<file path="src/logic/cieg_pkg.sv">
// cieg_pkg: constants and carrier types for the cpu interrupt enable gating
// assumes: single cpu clock domain, apb register access with 32-bit data
package cieg_pkg;

    // ------------------------------------------------------------------
    // register map
    // ------------------------------------------------------------------
    localparam logic [11:0] IEN_A_OFFSET = 12'h000;
    localparam logic [11:0] IEN_B_OFFSET = 12'h004;
    localparam logic [11:0] FLAG_OFFSET  = 12'h008;
    localparam logic [11:0] PEND_OFFSET  = 12'h00c;
    localparam logic [11:0] SHARED_OFFSET = 12'h010;

    // ------------------------------------------------------------------
    // field positions, enable register a
    // ------------------------------------------------------------------
    localparam int A_GATE_BIT   = 7;
    localparam int A_SPARE_BIT  = 6;
    localparam int A_SLEEP_BIT  = 5;
    localparam int A_CIPHER_BIT = 4;
    localparam int A_SER1_BIT   = 3;
    localparam int A_SER0_BIT   = 2;
    localparam int A_CONV_BIT   = 1;
    localparam int A_RADIO_BIT  = 0;

    // ------------------------------------------------------------------
    // field positions, enable register b
    // ------------------------------------------------------------------
    localparam int B_SPARE_BIT  = 7;
    localparam int B_RO_BIT     = 6;
    localparam int B_PORT0_BIT  = 5;
    localparam int B_TIMER4_BIT = 4;
    localparam int B_TIMER3_BIT = 3;
    localparam int B_TIMER2_BIT = 2;
    localparam int B_TIMER1_BIT = 1;
    localparam int B_DMA_BIT    = 0;

    // ------------------------------------------------------------------
    // reset values and widths
    // ------------------------------------------------------------------
    localparam logic [7:0] IEN_A_RESET  = 8'h00;
    localparam logic [7:0] IEN_B_RESET  = 8'h00;
    localparam logic [7:0] SHARED_RESET = 8'h00;
    localparam int         NUM_SRC      = 12;

    // source index order of the request vector
    localparam int SRC_RADIO  = 0;
    localparam int SRC_CONV   = 1;
    localparam int SRC_SER0   = 2;
    localparam int SRC_SER1   = 3;
    localparam int SRC_CIPHER = 4;
    localparam int SRC_SLEEP  = 5;
    localparam int SRC_DMA    = 6;
    localparam int SRC_TIMER1 = 7;
    localparam int SRC_TIMER2 = 8;
    localparam int SRC_TIMER3 = 9;
    localparam int SRC_TIMER4 = 10;
    localparam int SRC_PORT0  = 11;

    // apb request carrier
    typedef struct packed {
        logic        psel;
        logic        penable;
        logic        pwrite;
        logic [11:0] paddr;
        logic [31:0] pwdata;
    } cieg_apb_req_t;

    // apb answer carrier
    typedef struct packed {
        logic        pready;
        logic        pslverr;
        logic [31:0] prdata;
    } cieg_apb_rsp_t;

    // apb slave state
    typedef enum logic [0:0] {
        CIEG_IDLE   = 1'b0,
        CIEG_ACCESS = 1'b1
    } cieg_apb_state_t;

endpackage : cieg_pkg

</file>
<file path="src/logic/cieg_flag.sv">
// cieg_flag: cpu-side sticky request flags, set by events, cleared by cpu
// assumes: set and clear pulses in the cpu clock domain
`timescale 1ns/1ps
`default_nettype none
module cieg_flag #(
    parameter int N = 12
) (
    input  wire logic         clk_in,
    input  wire logic         sys_rst_in,
    input  wire logic [N-1:0] set_in,
    input  wire logic [N-1:0] clr_in,
    output var  logic [N-1:0] flag_out
);
    // ------------------------------------------------------------------
    // sticky flags
    // ------------------------------------------------------------------
    // set ignores every enable; set beats clear in the same cycle
    always_ff @(posedge clk_in) begin
        if (sys_rst_in) begin
            flag_out <= '0;
        end else begin
            flag_out <= (flag_out & ~clr_in) | set_in;
        end
    end
endmodule : cieg_flag
`default_nettype wire

</file>
<file path="src/logic/cieg_gate.sv">
// cieg_gate: interrupt enable gating in front of the cpu vectoring logic
// assumes: apb master in the cpu clock domain; sources are same-clock logic
//
// Overview of operation
// - global gate low blocks every request
// - gate high: each source by own enable
// - reg a: sleep bit 5, cipher bit 4
// - reg a bit 3 gates serial1 and audio
// - reg a: serial0 2, converter 1, radio 0
// - reg a bit 6 spare, no gating effect
// - reg b: port0 5, timer4 4, timer3 3
// - reg b: timer2 2, timer1 1, dma 0
// - reg b bit 7 spare rw, bit 6 ro
// - audio events need shared enable bit 0 too
// - bus controller masks must permit too
// - flags set regardless of reg a and reg b enables
// - clearing module flag re-raises if others remain
`timescale 1ns/1ps
`default_nettype none
module cieg_gate #(
    parameter int BUS_SRC = 2
) (
    input  wire logic                   clk_in,
    input  wire logic                   sys_rst_in,
    // apb slave
    input  wire cieg_pkg::cieg_apb_req_t apb_req_in,
    output var  cieg_pkg::cieg_apb_rsp_t apb_rsp_out,
    // event pulses from peripherals, one per source
    input  wire logic [11:0]            src_event_in,
    // audio receive event, merged with serial1 request
    input  wire logic                   audio_rx_event_in,
    // bus controller module flags and their own masks
    input  wire logic [BUS_SRC-1:0]     bus_mod_flag_in,
    input  wire logic [BUS_SRC-1:0]     bus_mod_mask_in,
    // cpu clears a flag when it vectors or software clears it
    input  wire logic [11:0]            cpu_flag_clr_in,
    // gated requests to the vectoring logic
    output var  logic [11:0]            irq_pending_out,
    output var  logic                   irq_any_out
);
    // ------------------------------------------------------------------
    // enable registers
    // ------------------------------------------------------------------
    logic [7:0]  ien_a_reg;
    logic [7:0]  ien_b_reg;
    logic [7:0]  shared_en_reg;
    logic [11:0] flag;
    logic [11:0] flag_set;
    logic [11:0] src_en;
    logic [11:0] pend_next;
    logic        bus_set;
    logic        wr_stb;
    logic        rd_stb;
    logic        addr_ok;
    logic [31:0] rdata;
    cieg_pkg::cieg_apb_state_t state_reg;

    // apb access phase is taken in the second cycle, zero wait states
    assign wr_stb = apb_req_in.psel & apb_req_in.penable & apb_req_in.pwrite
                  & (state_reg == cieg_pkg::CIEG_ACCESS);
    assign rd_stb = apb_req_in.psel & apb_req_in.penable & ~apb_req_in.pwrite
                  & (state_reg == cieg_pkg::CIEG_ACCESS);

    // address decode, shared by read and write paths
    function automatic logic is_mapped(input logic [11:0] a);
        is_mapped = (a == cieg_pkg::IEN_A_OFFSET)
                  | (a == cieg_pkg::IEN_B_OFFSET)
                  | (a == cieg_pkg::FLAG_OFFSET)
                  | (a == cieg_pkg::PEND_OFFSET)
                  | (a == cieg_pkg::SHARED_OFFSET);
    endfunction : is_mapped

    assign addr_ok = is_mapped(apb_req_in.paddr);

    // setup then access; pready answers in the access cycle
    always_ff @(posedge clk_in) begin
        if (sys_rst_in) begin
            state_reg <= cieg_pkg::CIEG_IDLE;
        end else begin
            unique case (state_reg)
                cieg_pkg::CIEG_IDLE: begin
                    if (apb_req_in.psel && !apb_req_in.penable) begin
                        state_reg <= cieg_pkg::CIEG_ACCESS;
                    end
                end
                cieg_pkg::CIEG_ACCESS: begin
                    state_reg <= cieg_pkg::CIEG_IDLE;
                end
            endcase
        end
    end

    // register a: every bit read/write, bit 6 stored but unused
    always_ff @(posedge clk_in) begin
        if (sys_rst_in) begin
            ien_a_reg <= cieg_pkg::IEN_A_RESET;
        end else if (wr_stb &&
                     apb_req_in.paddr == cieg_pkg::IEN_A_OFFSET) begin
            ien_a_reg <= apb_req_in.pwdata[7:0];
        end
    end

    // register b: bit 6 is read-only and never stored
    always_ff @(posedge clk_in) begin
        if (sys_rst_in) begin
            ien_b_reg <= cieg_pkg::IEN_B_RESET;
        end else if (wr_stb &&
                     apb_req_in.paddr == cieg_pkg::IEN_B_OFFSET) begin
            ien_b_reg <= {apb_req_in.pwdata[7], 1'b0,
                          apb_req_in.pwdata[5:0]};
        end
    end

    // audio module's own enable; applied directly, no extra mask stage
    always_ff @(posedge clk_in) begin
        if (sys_rst_in) begin
            shared_en_reg <= cieg_pkg::SHARED_RESET;
        end else if (wr_stb &&
                     apb_req_in.paddr == cieg_pkg::SHARED_OFFSET) begin
            shared_en_reg <= apb_req_in.pwdata[7:0];
        end
    end

    // ------------------------------------------------------------------
    // source flags
    // ------------------------------------------------------------------
    // bus controller flags share the port0 line through their own masks
    cieg_shared_src #(
        .N (BUS_SRC)
    ) u_bus_src (
        .clk_in      (clk_in),
        .sys_rst_in  (sys_rst_in),
        .mod_flag_in (bus_mod_flag_in),
        .mod_mask_in (bus_mod_mask_in),
        .cpu_set_out (bus_set)
    );

    // fold shared sources onto their vectors
    always_comb begin
        flag_set = src_event_in;
        flag_set[cieg_pkg::SRC_SER1] = src_event_in[cieg_pkg::SRC_SER1]
            | (audio_rx_event_in & shared_en_reg[0]);
        flag_set[cieg_pkg::SRC_PORT0] = src_event_in[cieg_pkg::SRC_PORT0]
            | bus_set;
    end

    cieg_flag #(
        .N (cieg_pkg::NUM_SRC)
    ) u_flag (
        .clk_in     (clk_in),
        .sys_rst_in (sys_rst_in),
        .set_in     (flag_set),
        .clr_in     (cpu_flag_clr_in),
        .flag_out   (flag)
    );

    // ------------------------------------------------------------------
    // gating
    // ------------------------------------------------------------------
    // map register bits onto the source index order
    always_comb begin
        src_en = '0;
        src_en[cieg_pkg::SRC_RADIO]  = ien_a_reg[cieg_pkg::A_RADIO_BIT];
        src_en[cieg_pkg::SRC_CONV]   = ien_a_reg[cieg_pkg::A_CONV_BIT];
        src_en[cieg_pkg::SRC_SER0]   = ien_a_reg[cieg_pkg::A_SER0_BIT];
        src_en[cieg_pkg::SRC_SER1]   = ien_a_reg[cieg_pkg::A_SER1_BIT];
        src_en[cieg_pkg::SRC_CIPHER] = ien_a_reg[cieg_pkg::A_CIPHER_BIT];
        src_en[cieg_pkg::SRC_SLEEP]  = ien_a_reg[cieg_pkg::A_SLEEP_BIT];
        src_en[cieg_pkg::SRC_DMA]    = ien_b_reg[cieg_pkg::B_DMA_BIT];
        src_en[cieg_pkg::SRC_TIMER1] = ien_b_reg[cieg_pkg::B_TIMER1_BIT];
        src_en[cieg_pkg::SRC_TIMER2] = ien_b_reg[cieg_pkg::B_TIMER2_BIT];
        src_en[cieg_pkg::SRC_TIMER3] = ien_b_reg[cieg_pkg::B_TIMER3_BIT];
        src_en[cieg_pkg::SRC_TIMER4] = ien_b_reg[cieg_pkg::B_TIMER4_BIT];
        src_en[cieg_pkg::SRC_PORT0]  = ien_b_reg[cieg_pkg::B_PORT0_BIT];
    end

    // gate low masks all; gate high defers to each enable
    assign pend_next = ien_a_reg[cieg_pkg::A_GATE_BIT]
                     ? (flag & src_en)
                     : 12'h000;

    // registered outputs to the vectoring logic
    always_ff @(posedge clk_in) begin
        if (sys_rst_in) begin
            irq_pending_out <= 12'h000;
            irq_any_out     <= 1'b0;
        end else begin
            irq_pending_out <= pend_next;
            irq_any_out     <= |pend_next;
        end
    end

    // ------------------------------------------------------------------
    // read path
    // ------------------------------------------------------------------
    // unmapped addresses read zero and raise pslverr
    always_comb begin
        rdata = 32'h0000_0000;
        unique case (apb_req_in.paddr)
            cieg_pkg::IEN_A_OFFSET:  rdata[7:0]  = ien_a_reg;
            cieg_pkg::IEN_B_OFFSET:  rdata[7:0]  = ien_b_reg;
            cieg_pkg::FLAG_OFFSET:   rdata[11:0] = flag;
            cieg_pkg::PEND_OFFSET:   rdata[11:0] = pend_next;
            cieg_pkg::SHARED_OFFSET: rdata[7:0]  = shared_en_reg;
            default:                 rdata       = 32'h0000_0000;
        endcase
    end

    // answer registered: pready high during the access cycle after setup
    always_ff @(posedge clk_in) begin
        if (sys_rst_in) begin
            apb_rsp_out <= '0;
        end else begin
            apb_rsp_out.pready  <= apb_req_in.psel & ~apb_req_in.penable;
            apb_rsp_out.pslverr <= apb_req_in.psel & ~apb_req_in.penable
                                 & ~addr_ok;
            apb_rsp_out.prdata  <= (apb_req_in.psel & ~apb_req_in.penable
                                    & ~apb_req_in.pwrite) ? rdata
                                                         : 32'h0000_0000;
        end
    end
endmodule : cieg_gate
`default_nettype wire

</file>
<file path="src/logic/cieg_shared_src.sv">
// cieg_shared_src: merges module flags that share one cpu request line
// assumes: module flags and masks come from the peripheral, same clock
`timescale 1ns/1ps
`default_nettype none
module cieg_shared_src #(
    parameter int N = 2
) (
    input  wire logic         clk_in,
    input  wire logic         sys_rst_in,
    input  wire logic [N-1:0] mod_flag_in,
    input  wire logic [N-1:0] mod_mask_in,
    output var  logic         cpu_set_out
);
    // ------------------------------------------------------------------
    // re-raise on clear
    // ------------------------------------------------------------------
    logic [N-1:0] live;
    logic [N-1:0] live_reg;
    logic         any_cleared;

    // live = flagged and allowed by the peripheral's own mask
    assign live = mod_flag_in & mod_mask_in;
    assign any_cleared = |(live_reg & ~live);

    // previous live set, to spot a flag being cleared
    always_ff @(posedge clk_in) begin
        if (sys_rst_in) begin
            live_reg <= '0;
        end else begin
            live_reg <= live;
        end
    end

    // one-cycle set pulse: new live flag, or survivors after a clear
    always_ff @(posedge clk_in) begin
        if (sys_rst_in) begin
            cpu_set_out <= 1'b0;
        end else begin
            cpu_set_out <= (|(live & ~live_reg))
                         | (any_cleared & (|live));
        end
    end
endmodule : cieg_shared_src
`default_nettype wire

</file>
<file path="config.mk">
export PLATFORM = sky130hd
export DESIGN_NAME = cieg_gate
export DESIGN_NICKNAME = d
export VERILOG_FILES = /design/src/logic/cieg_pkg.sv /design/src/logic/cieg_flag.sv /design/src/logic/cieg_gate.sv /design/src/logic/cieg_shared_src.sv
export SDC_FILE = /design/constraint.sdc
export NUM_CORES = 1
export LEC_CHECK = 0
export BUFFER_PORTS_ARGS = -buffer_cell sky130_fd_sc_hd__buf_2
export CAP_MARGIN = 10
export CORE_ASPECT_RATIO = 0.7
export CORE_MARGIN = 2
export CORE_UTILIZATION = 45
export CTS_BUF_LIST = sky130_fd_sc_hd__clkbuf_4 sky130_fd_sc_hd__clkbuf_8
export DETAILED_ROUTE_END_ITERATION = 6
export GPL_ROUTABILITY_DRIVEN = 0
export MAX_ROUTING_LAYER = met4
export PLACE_DENSITY = 0.81
export SLEW_MARGIN = 20
export SYNTH_ARGS = -nofsm -noshare
export SYNTH_HDL_FRONTEND = slang
export SYNTH_SLANG_ARGS = --single-unit
</file>
<file path="constraint.sdc">
create_clock -name clk_in -period 4.75 [get_ports clk_in]
set_input_delay 0.95 -clock clk_in [delete_from_list [all_inputs] [get_ports clk_in]]
set_output_delay 0.95 -clock clk_in [all_outputs]
set_load 0.01 [all_outputs]
</file>
; After elaboration in Yosys (flattened, before gate mapping)
; Index checks and enable logic that the tools add are counted.
[word_totals]
elab_cells = 62
mem_bits_ro = 0
latchBits = 0
mem_count = 0
output_inout_bits = 47
in_bits = 78
ff_bits = 86
ram_bits = 0
[classes]
bitwise_logic = 29
n_shift = 0
div = 0
addsub = 0
order_cmp = 0
eq_ne = 4
mul = 0
n_reduce_logical = 11
muxes = 5
[ops]
columns = operator, count
row1 = 8-bit case mux with 5 select lines, 1
row2 = 12-bit AND, 2
row3 = 12-bit by 4-bit equality test with 1-bit output (second input constant), 2
row4 = 12-bit by 3-bit equality test with 1-bit output (second input constant), 1
row5 = 12-bit by 5-bit equality test with 1-bit output (second input constant), 1
row6 = 12-bit zero test, 1
row7 = 12-bit two-way mux, 1
row8 = 12-bit NOT, 1
row9 = 12-bit bitwise OR, 1
row10 = 12-bit OR reduction, 1
row11 = 1-bit AND, 8
row12 = 4-bit case mux with 2 select lines, 1
row13 = 2-bit OR reduction, 4
row14 = 1-bit bitwise OR, 7
row15 = 2-bit AND, 3
row16 = 1-bit NOT, 5
row17 = 1-bit logical AND, 4
row18 = 2-bit NOT, 2
row19 = 1-bit case mux with 2 select lines, 1
row20 = 1-bit zero test, 1
row21 = 1-bit two-way mux, 1

; Depth between registers and ports, before layout
; Gate-level depths: netlist of the first run.
[depth]
word_depth = 7
ltp_mapped = 6
mapped_depth_nobuf = 4

; By module
; A second synthesis of the first run with hierarchy kept.
[unflattened]
cells_unflattened = 314
area_unflattened_um2 = 2917.8
[modules_own_cells]
columns = mod, seq_area_each_um2, n_inst, cells_each, area_per_inst_um2
row1 = cieg_gate, 1021.0, 1, 254, 2343.5
row2 = cieg_flag, 240.2, 1, 49, 469.2
row3 = cieg_shared_src, 60.1, 1, 11, 105.1

; Worst setup path after synthesis of the first run
; Ideal clock, no wire load.
[synth_path]
kind = input port to flip-flop
from = input port apb_req_in[39] (netlist name)
to = register ien_b_reg[0]
n_path_buf = 0
required_ns = 4.678
path_stages = 4
setup_time_ns = 0.072
arrival_ns = 2.145
setup_slack_ns = 2.534
cell_sequence = nor4_2 > nand4b_2 > nor4_4 > mux2i_1
[synth_via]
elab_chain_cells = 2
[synth_rtl]
columns = item, line_no
row1 = from (decl), cieg_gate.sv:26  ; input wire cieg_pkg::cieg_apb_req_t apb_req_in,
row2 = 12-bit by 3-bit equality test with 1-bit output, cieg_gate.sv:108  ; apb_req_in.paddr == cieg_pkg::IEN_B_OFFSET) begin
row3 = 1-bit logical AND, cieg_gate.sv:107  ; end else if (wr_stb &&
row4 = to (signal assigned), cieg_gate.sv:106  ; ien_b_reg <= cieg_pkg::IEN_B_RESET;
row5 = to (signal assigned), cieg_gate.sv:109  ; ien_b_reg <= {apb_req_in.pwdata[7], 1'b0,
row6 = to (decl), cieg_gate.sv:45  ; logic [7:0] ien_b_reg;
; No other way between the ends.
; A chain may end at the register's enable or synchronous reset.

; Worst setup path in the final report of the first run
[layout_path]
from = input port sys_rst_in
to = register apb_rsp_out[10] (netlist name)
[layout_via]
elab_chain_cells = 1
[layout_rtl]
columns = item, line_no
row1 = from (decl), cieg_gate.sv:24  ; input wire logic sys_rst_in,
row2 = 2-bit OR reduction (no source line), -
row3 = to (decl), cieg_gate.sv:27  ; output var cieg_pkg::cieg_apb_rsp_t apb_rsp_out,
; No other way between the ends.

==> results.cfg, run 1 <==
[placement]
io_buffers = 80
place_area_um2 = 3173
hpwlAfterDp_mm = 4.795
post-place-cells = 460

[synthesis]
syn_area_per_cell_um2 = 8.841
synth.most_common_cell = dfxtp_1
synthTopCellsByCount = 66 x dfxtp_1, 33 x nand2b_1, 33 x nor2_1
ys_seq_area_share_pct = 47.00
yosysWarnings = 0
synth_area_um2 = 2811
synthCells = 318
ys.flop_type = dfxtp_1
synthArstFlopShare_pct = 0
yosysTopAreaCellShare_pct = 47.00
synth_edf_count = 0
yosysTopAreaCell = dfxtp_1
synth_area_leaders = dfxtp_1 47%, mux2i_1 8.5%, nand2b_1 7.3%, buf_4 5.3%, a21oi_1 4.6%
synth_seq_cells = 66
ys_types = 36

[power_and_ir_drop]
fin_total_pwr_mw = 1.093
ir_worst_vdd_mv = 0.1292
p_leak_nw = 1.567
powerDensity_nw_per_um2 = 325.1

[sta]
layout_min_cycle_time_ns = 2.483
fin_crit_sh_pct = 52.28
drv_slew = 0
rsz0062_at_grt = false
hold_viol = 0
finClkSkew_ns = 0.005602
setup_viol_count_final = 0
slew_headroom_pct = 51.26
tightest_slew_ns = 0.7256
finalSetupTns_ns = 0
fmax_mhz = 402.7

[clock_network]
post_cts.repair.setup_buffers = 0
cts-root-buf = clkbuf_8
cts_tree = built
clock_latency_ns = 0.35
ctsHoldBuffers = 0
cts_resized = 0
cts-htree-levels = 3
cts_buffers = 9
clock_path_buffers = 2
clk_pin_slew_ns = 0.07
cts_num_sinks = 66

[detailed_routing]
drtIter0Drc = 184
wire_per_inst_um = 13.78
drcViolationCount = 0
final_antenna_net_count = 0
first_pass_iters = 4
viasPerCell = 4.971
vias = 2366
drt_wl_total_mm = 6.558

[worst_hold_path]
worstHoldPathType = flop to flop
holdPathEnd = state_reg
hold_depth = 1
hold_start = state_reg

[finish]
fin_nets = 471
post-route-cell-area_um2 = 3362
drive_gt1_share_pct = 25.88
top_regs = apb_rsp_out: 14 flops, irq_pending_out: 12 flops, u_flag.flag_out: 12 flops
top_register = apb_rsp_out
antenna_cells = 0
final_cell_count_no_fill = 476
area_delta_synth_final_pct = 19.58
largest_reg_flops = 14

[global_route]
grt_max_degree = 48
grt_pass1_vias = 2256
overflow = 0
antenna_found_initial = 0
grt_use_total_pct = 20.73
grt_first_pass_wirelength_mm = 10.76

[critical_path]
start_kind = input pin
r2r-start = state_reg
r2r_end = ien_a_reg[1]
slowest_delay_ns = 0.63
cp_max_fo = 47
cp.arrival_ns = 2.77
slowest_stage = nor4b_1
crit_chain = buf_2 > or3b_2 > nor4b_1 > and3_1
crit_path_end_kind = flop
critPathKind = input pin to flop
r2r_cells = 4
rrSetupSlack_ns = 3.21
required_ns = 5.03

[status]
outcome = finished, final reports clean

[floorplanning]
dieArea_um2 = 6906
core_um2 = 6126
die_y_um = 70.13
ioPinCount = 125
initial_utilization_pct = 45.89
die_w_um = 98.48
rows = 24

[run]
cap_violations = 0
## per-layer routing
layer | share of wire (%) | GRT usage (%) | vias up
met4 | 2.3 | 8.371 | 0
met3 | 8.4 | 7.407 | 16
met5 | 0 | - | -
met2 | 45 | 30.54 | 102
met1 | 45 | 26.04 | 1076
li1 | - | - | 1172
## worst max path at each step
stage                         from              end
floorplan           apb_req_in[39]     ien_b_reg[0]
global placement        sys_rst_in  apb_rsp_out[10]
detailed placement      sys_rst_in  apb_rsp_out[10]
CTS                     sys_rst_in  apb_rsp_out[10]
global route            sys_rst_in  apb_rsp_out[10]
finish                  sys_rst_in  apb_rsp_out[10]
## worst max-delay path: cells and delay by family
family | cells | cell delay, ns
buffers and inverters | 1 | 0.32
and+or+nand+nor | 3 | 1.49
## where the power goes
group          internal (mW)  switching (mW)  leakage (nW)
logic                 0.0308          0.0423         0.932
registers              0.562         0.00787         0.536
clock network          0.244           0.206        0.0992
total                  0.837           0.256          1.57
## cell families after synthesis
logic type	synth area share [%]
buffers and inverters	9.924
other	0.1334
AND/OR/NAND/NOR	23.41
flip-flops	47.00
AO/OA/AOI/OAI	10.99
multiplexers	8.545
## final cells by class
type,instances,area (um^2)
tap,78,97.59
multi-input combinational,217,1282
fill,562,2764
clock inverter,6,57.56
sequential,66,1321
clock buffer,10,131.4
timing repair buffer,80,400.4
inverter,19,71.32
## placed cells by master, fill, tap and decap left out, drive strengths merged, types with 3 or more instances in the layout
master,Yosys,final
nand2,32,32
nand4,3,3
a22oi,7,7
a21oi,26,26
o32a,6,6
nor2,33,33
mux2i,24,24
nor3,3,3
inv,19,19
clkbuf,13,10
and3,6,6
nand2b,33,33
dfxtp,66,66
o21ai,3,3
buf,22,80
conb,1,20
nor2b,3,3
clkinv,0,4
## per-stage QoR
| stage | hold slack [ns] | worst slack, ns | utilization [%] |
|---|---|---|---|
| 3_3_place_gp | 0.4013 | 1.927 | 51.80 |
| 2_1_floorplan | 0.3926 | 2.534 | - |
| 5_1_grt | 0.4445 | 2.101 | 54.88 |
| 4_1_cts | 0.4211 | 2.285 | 54.88 |
| 3_5_place_dp | 0.4116 | 1.926 | 51.80 |
| 6_report | 0.4239 | 2.267 | 54.88 |
(Power assumes the default switching activity.)
==> inputs of run 2 (changes only) <==
--- a/config.mk
+++ b/config.mk
@@ -9,12 +9,12 @@
 export CAP_MARGIN = 10
 export CORE_ASPECT_RATIO = 0.7
 export CORE_MARGIN = 2
-export CORE_UTILIZATION = 45
+export CORE_UTILIZATION = 44
 export CTS_BUF_LIST = sky130_fd_sc_hd__clkbuf_4 sky130_fd_sc_hd__clkbuf_8
 export DETAILED_ROUTE_END_ITERATION = 6
 export GPL_ROUTABILITY_DRIVEN = 0
 export MAX_ROUTING_LAYER = met4
-export PLACE_DENSITY = 0.81
+export PLACE_DENSITY = 0.82
 export SLEW_MARGIN = 20
 export SYNTH_ARGS = -nofsm -noshare
 export SYNTH_HDL_FRONTEND = slang
==> constraint.sdc (replaced) <==
create_clock -name clk_in -period 2 [get_ports clk_in]
set_input_delay 0.4 -clock clk_in [delete_from_list [all_inputs] [get_ports clk_in]]
set_output_delay 0.4 -clock clk_in [all_outputs]
set_load 0.01 [all_outputs]
==> run 2 against run 1 <==
Compared with the run above:
- register-to-register slack lost 2.7 ns
- wire length down 1.2%
- combinational power grew 150%
- critical endpoint is now apb_rsp_out[0]
- flip-flop and latch count is the same
- first-iteration DRC count shrank 4.3%
==> results.cfg, run 2 (same netlist as run 1, synthesis figures left out) <==
[clock_network]
clock_path_buffers = 2
cts-root-buf = clkbuf_8
post_cts.repair.setup_buffers = 0
cts_resized = 0
ctsHoldBuffers = 0
cts_num_sinks = 66
clock_latency_ns = 0.34
clk_pin_slew_ns = 0.07
cts_buffers = 9
cts_tree = built
cts-htree-levels = 3

[global_route]
grt_use_total_pct = 19.52
overflow = 0
grt_max_degree = 47
antenna_found_initial = 0
grt_pass1_vias = 2235
grt_first_pass_wirelength_mm = 10.33

[finish]
antenna_cells = 0
final_cell_count_no_fill = 484
largest_reg_flops = 14
fin_nets = 479
area_delta_synth_final_pct = 22.87
top_regs = apb_rsp_out: 14 flops, irq_pending_out: 12 flops, u_flag.flag_out: 12 flops
drive_gt1_share_pct = 27.34
final_common_cell = buf_2
most-common-layout-cells = 80 x buf_2, 66 x dfxtp_1, 33 x nor2_1, 33 x nand2b_1, 32 x nand2_1
post-route-cell-area_um2 = 3455
top_register = apb_rsp_out

[sta]
tightest_slew_ns = 0.5218
slew_headroom_pct = 65.08
fmax_mhz = 649.6
rsz0062_at_grt = false
fin_crit_sh_pct = 76.97
drv_slew = 0
setup_viol_count_final = 0
finalSetupTns_ns = 0
finClkSkew_ns = 0.003476
layout_min_cycle_time_ns = 1.539
hold_viol = 0

[detailed_routing]
vias = 2362
met2_length_mm = 2.920
drcViolationCount = 0
routed.top_layer = met4
final_antenna_net_count = 0
first_pass_iters = 5
drt_wl_total_mm = 6.479
viasPerCell = 4.880
wire_per_inst_um = 13.39
wl_met1_mm = 2.987
wl_met3_um = 520
drtIter0Drc = 176

[critical_path]
cp_max_fo = 8
critPathKind = flop to flop
crit_path_end_kind = flop
required_ns = 2.26
start_kind = flop
cp.arrival_ns = 1.80

[placement]
io_buffers = 80
place_area_um2 = 3233
post-place-cells = 468
hpwlAfterDp_mm = 4.921

[floorplanning]
initial_utilization_pct = 45.23
core_um2 = 6216
dieArea_um2 = 7055
ioPinCount = 125
die_w_um = 99.54
rows = 24
die_y_um = 70.88

[power_and_ir_drop]
p_int_mw = 2.135
p_leak_nw = 1.620
ir_worst_vdd_mv = 0.3631
p_clk_share_pct = 44.4
swShare_pct = 22.68
powerDensity_nw_per_um2 = 799.2
pwr-share-comb_pct = 6.5
switchingPower_mw = 0.6260
sequentialPowerShare_pct = 49.1

[status]
outcome = finished, final reports clean

[worst_hold_path]
worstHoldPathType = input pin to flop

[run]
cap_violations = 0
## run 2: cell types whose count changed in the layout (fill, tap and decap cells not counted), sizes merged
cell,before,now
buf,80,88
clkinv,4,2
bufinv,1,2
inv,19,20
## run 2: final timing paths
| kind | from | to | slack (ns) | depth (start not counted) |
|---|---|---|---|---|
| setup / recovery | ien_a_reg[7] | apb_rsp_out[0] | 0.46 | 4 |
| setup reg to reg | ien_a_reg[7] | apb_rsp_out[0] | 0.46 | 4 |
| hold reg to reg | state_reg | state_reg | 0.42 | 1 |
| hold / removal | src_event_in[8] | u_flag.flag_out[8] | 0.27 | 3 |
## run 2: power groups by stage
stage                     clock, mW  sequential (mW)  combinational, mW
final                          1.23             1.35              0.181
after global placement            0             1.38              0.172
after CTS                      1.25             1.35              0.180
after global routing           1.31             1.36              0.202
after detailed placement          0             1.38              0.179
after floorplan                   0             1.38              0.128
## run 2: stage by stage
stage                     hold slack [ns]  total power [mW]  worst slack (ns)  utilization [%]
final                              0.2683             2.761            0.4606            55.58
after global routing               0.2473             2.866            0.3476            55.58
after CTS                          0.2497             2.782            0.4856            55.58
after detailed placement           0.4109             1.563            0.1230            52.01
after global placement             0.4011             1.555            0.1756            52.01
after floorplan                    0.3926             1.506            0.3336                -
## run 2: critical path: stages (launching register included)
cell and delay [ns]:
dfxtp_1 0.48, and2_0 0.38, a31oi_1 0.13, o32a_1 0.31
a21oi_1 0.15
## run 2: final cells by class
| cell class | instances | area (um^2) |
|---|---|---|
| Tap cell | 78 | 97.59 |
| Clock inverter | 6 | 90.09 |
| Sequential cell | 66 | 1321 |
| Fill cell | 531 | 2761 |
| Timing Repair Buffer | 88 | 460.4 |
| Clock buffer | 10 | 131.4 |
| Multi-Input combinational cell | 217 | 1282 |
| Inverter | 19 | 71.32 |
## run 2: layer usage
layer  global-route usage (%)  up-vias
met1                    23.90     1073
met5                        -        -
met3                    8.004        9
met2                    30.78       94
met4                    3.653        0
li1                         -     1186
==> inputs of run 3 (changes only) <==
--- a/config.mk
+++ b/config.mk
@@ -9,12 +9,12 @@
 export CAP_MARGIN = 10
 export CORE_ASPECT_RATIO = 0.7
 export CORE_MARGIN = 2
-export CORE_UTILIZATION = 44
+export CORE_UTILIZATION = 45
 export CTS_BUF_LIST = sky130_fd_sc_hd__clkbuf_4 sky130_fd_sc_hd__clkbuf_8
 export DETAILED_ROUTE_END_ITERATION = 6
 export GPL_ROUTABILITY_DRIVEN = 0
 export MAX_ROUTING_LAYER = met4
-export PLACE_DENSITY = 0.82
+export PLACE_DENSITY = 0.81
 export SLEW_MARGIN = 20
 export SYNTH_ARGS = -nofsm -noshare
 export SYNTH_HDL_FRONTEND = slang
==> constraint.sdc (replaced) <==
create_clock -name clk_in -period 1.6 [get_ports clk_in]
set_input_delay 0.32 -clock clk_in [delete_from_list [all_inputs] [get_ports clk_in]]
set_output_delay 0.32 -clock clk_in [all_outputs]
set_load 0.01 [all_outputs]
==> run 3 against run 2 <==
Compared with the run above:
- cell count is 2.7% higher
- clock power increased by 37%
- clock skew increased by 0.0033 ns
- wire length is 1.1% higher
- setup slack got worse by 0.36 ns
- die area fell by 2.1%
- total power increased by 31%
- hold slack lost 0.081 ns
- combinational power is 31% higher
- first-iteration DRC count shrank 7.4%
- critical path depth grew 2
- critical endpoint is now apb_rsp_out[11]
- largest cell class unchanged
- largest power group unchanged
- highest routed layer unchanged
==> results.cfg, run 3 (same netlist as run 1, synthesis figures left out) <==
[critical_path]
slowest_stage = nor4b_1
critPathKind = input pin to flop
crit_path_end_kind = flop
required_ns = 1.89
slowest_delay_ns = 0.46
start_kind = input pin
cp.arrival_ns = 1.78
cp_max_fo = 4
crit_chain = buf_2 > nor4_2 > nand4b_2 > nor4b_1 > buf_4 > and3_1

[sta]
rsz0062_at_grt = false
fin_crit_sh_pct = 93.47
fmax_mhz = 668.7
hold_viol = 0
drv_slew = 0
finClkSkew_ns = 0.006731
setup_viol_count_final = 0
layout_min_cycle_time_ns = 1.496

[clock_network]
cts_buffers = 9
clock_latency_ns = 0.34
cts_num_sinks = 66
cts_resized = 0
post_cts.repair.setup_buffers = 0
cts-htree-levels = 3
clk_pin_slew_ns = 0.07
cts_tree = built
ctsHoldBuffers = 0
cts-root-buf = clkbuf_8
clock_path_buffers = 2

[finish]
most-common-layout-cells = 80 x buf_2, 66 x dfxtp_1, 33 x nor2_1, 33 x nand2b_1, 32 x nand2_1
antenna_cells = 0
area_delta_synth_final_pct = 27.19
top_regs = apb_rsp_out: 14 flops, irq_pending_out: 12 flops, u_flag.flag_out: 12 flops
largest_reg_flops = 14
fin_nets = 492
drive_gt1_share_pct = 29.59
top_register = apb_rsp_out
final_cell_count_no_fill = 497
post-route-cell-area_um2 = 3576
final_common_cell = buf_2

[global_route]
grt_max_degree = 47
grt_pass1_vias = 2204
grt_first_pass_wirelength_mm = 10.29
antenna_found_initial = 0
overflow = 0
grt_use_total_pct = 19.83

[detailed_routing]
first_pass_iters = 4
vias = 2383
drcViolationCount = 0
viasPerCell = 4.795
wire_per_inst_um = 13.18
final_antenna_net_count = 0
drt_wl_total_mm = 6.552
drtIter0Drc = 163

[floorplanning]
ioPinCount = 125
dieArea_um2 = 6906
core_um2 = 6126
die_y_um = 70.13
die_w_um = 98.48
rows = 24
initial_utilization_pct = 45.89

[power_and_ir_drop]
powerDensity_nw_per_um2 = 1013
p_leak_nw = 1.686
ir_worst_vdd_mv = 0.5039

[placement]
post-place-cells = 481
io_buffers = 80
place_area_um2 = 3331
hpwlAfterDp_mm = 4.933

[worst_hold_path]
worstHoldPathType = input pin to flop

[status]
outcome = finished, final reports clean

[run]
cap_violations = 0
-- run 3: changes by cell type in the layout (fill, tap and decap cells not counted) --
cell / change
clkinvlp_4: +1
clkinv_2: -1
clkinv_4: -1
bufinv_16: +1
buf_4: +13
-- run 3: critical path, delay by kind of cell --
family        cells  cell delay [ns]
simple gates      4             1.15
buf+inv           2             0.30
-- run 3: cell type report --
cell class | instances | area [um^2]
fillers | 531 | 2550
well taps | 78 | 97.59
clock buffers | 10 | 131.4
multi-input cells | 217 | 1282
flip-flops and latches | 66 | 1321
clock inverters | 6 | 113.9
inverters | 19 | 71.32
repair buffers | 101 | 558.0
-- run 3: where the power goes --
group          internal, mW  total, mW  leakage, nW  switching (mW)
registers              1.67       1.69        0.536          0.0241
logic                 0.108      0.237         1.03           0.129
clock network          1.06       1.69        0.117           0.634
total                  2.83       3.62         1.69           0.788
-- run 3: worst paths after layout --
check,cells after the start,startpoint,end,slack [ns]
setup / recovery,6,apb_req_in[39],apb_rsp_out[11],0.10
setup reg to reg,4,ien_a_reg[7],apb_rsp_out[0],0.29
hold reg to reg,1,state_reg,state_reg,0.41
hold / removal,3,src_event_in[8],u_flag.flag_out[8],0.19
-- run 3: layer usage --
| metal | share of wire, % | track usage (%) | wire length [um] |
|---|---|---|---|
| met5 | 0 | - | 0 |
| met4 | 1.1 | 7.002 | 70 |
| met3 | 9.1 | 6.707 | 596 |
| met2 | 44 | 29.33 | 2899 |
| met1 | 46 | 25.45 | 2986 |
-- run 3: metrics by stage --
stage	TNS, ns	utilization (%)	hold WS [ns]	total power, mW	setup WS, ns
2_1_floorplan	0	-	0.3926	1.882	0.01362
3_3_place_gp	-0.8997	54.37	0.3977	1.956	-0.1477
3_5_place_dp	-1.567	54.37	0.4034	1.964	-0.2143
4_1_cts	0	58.37	0.1670	3.657	0.1431
5_1_grt	0	58.37	0.1779	3.747	0.02129
6_report	0	58.37	0.1873	3.622	0.1045
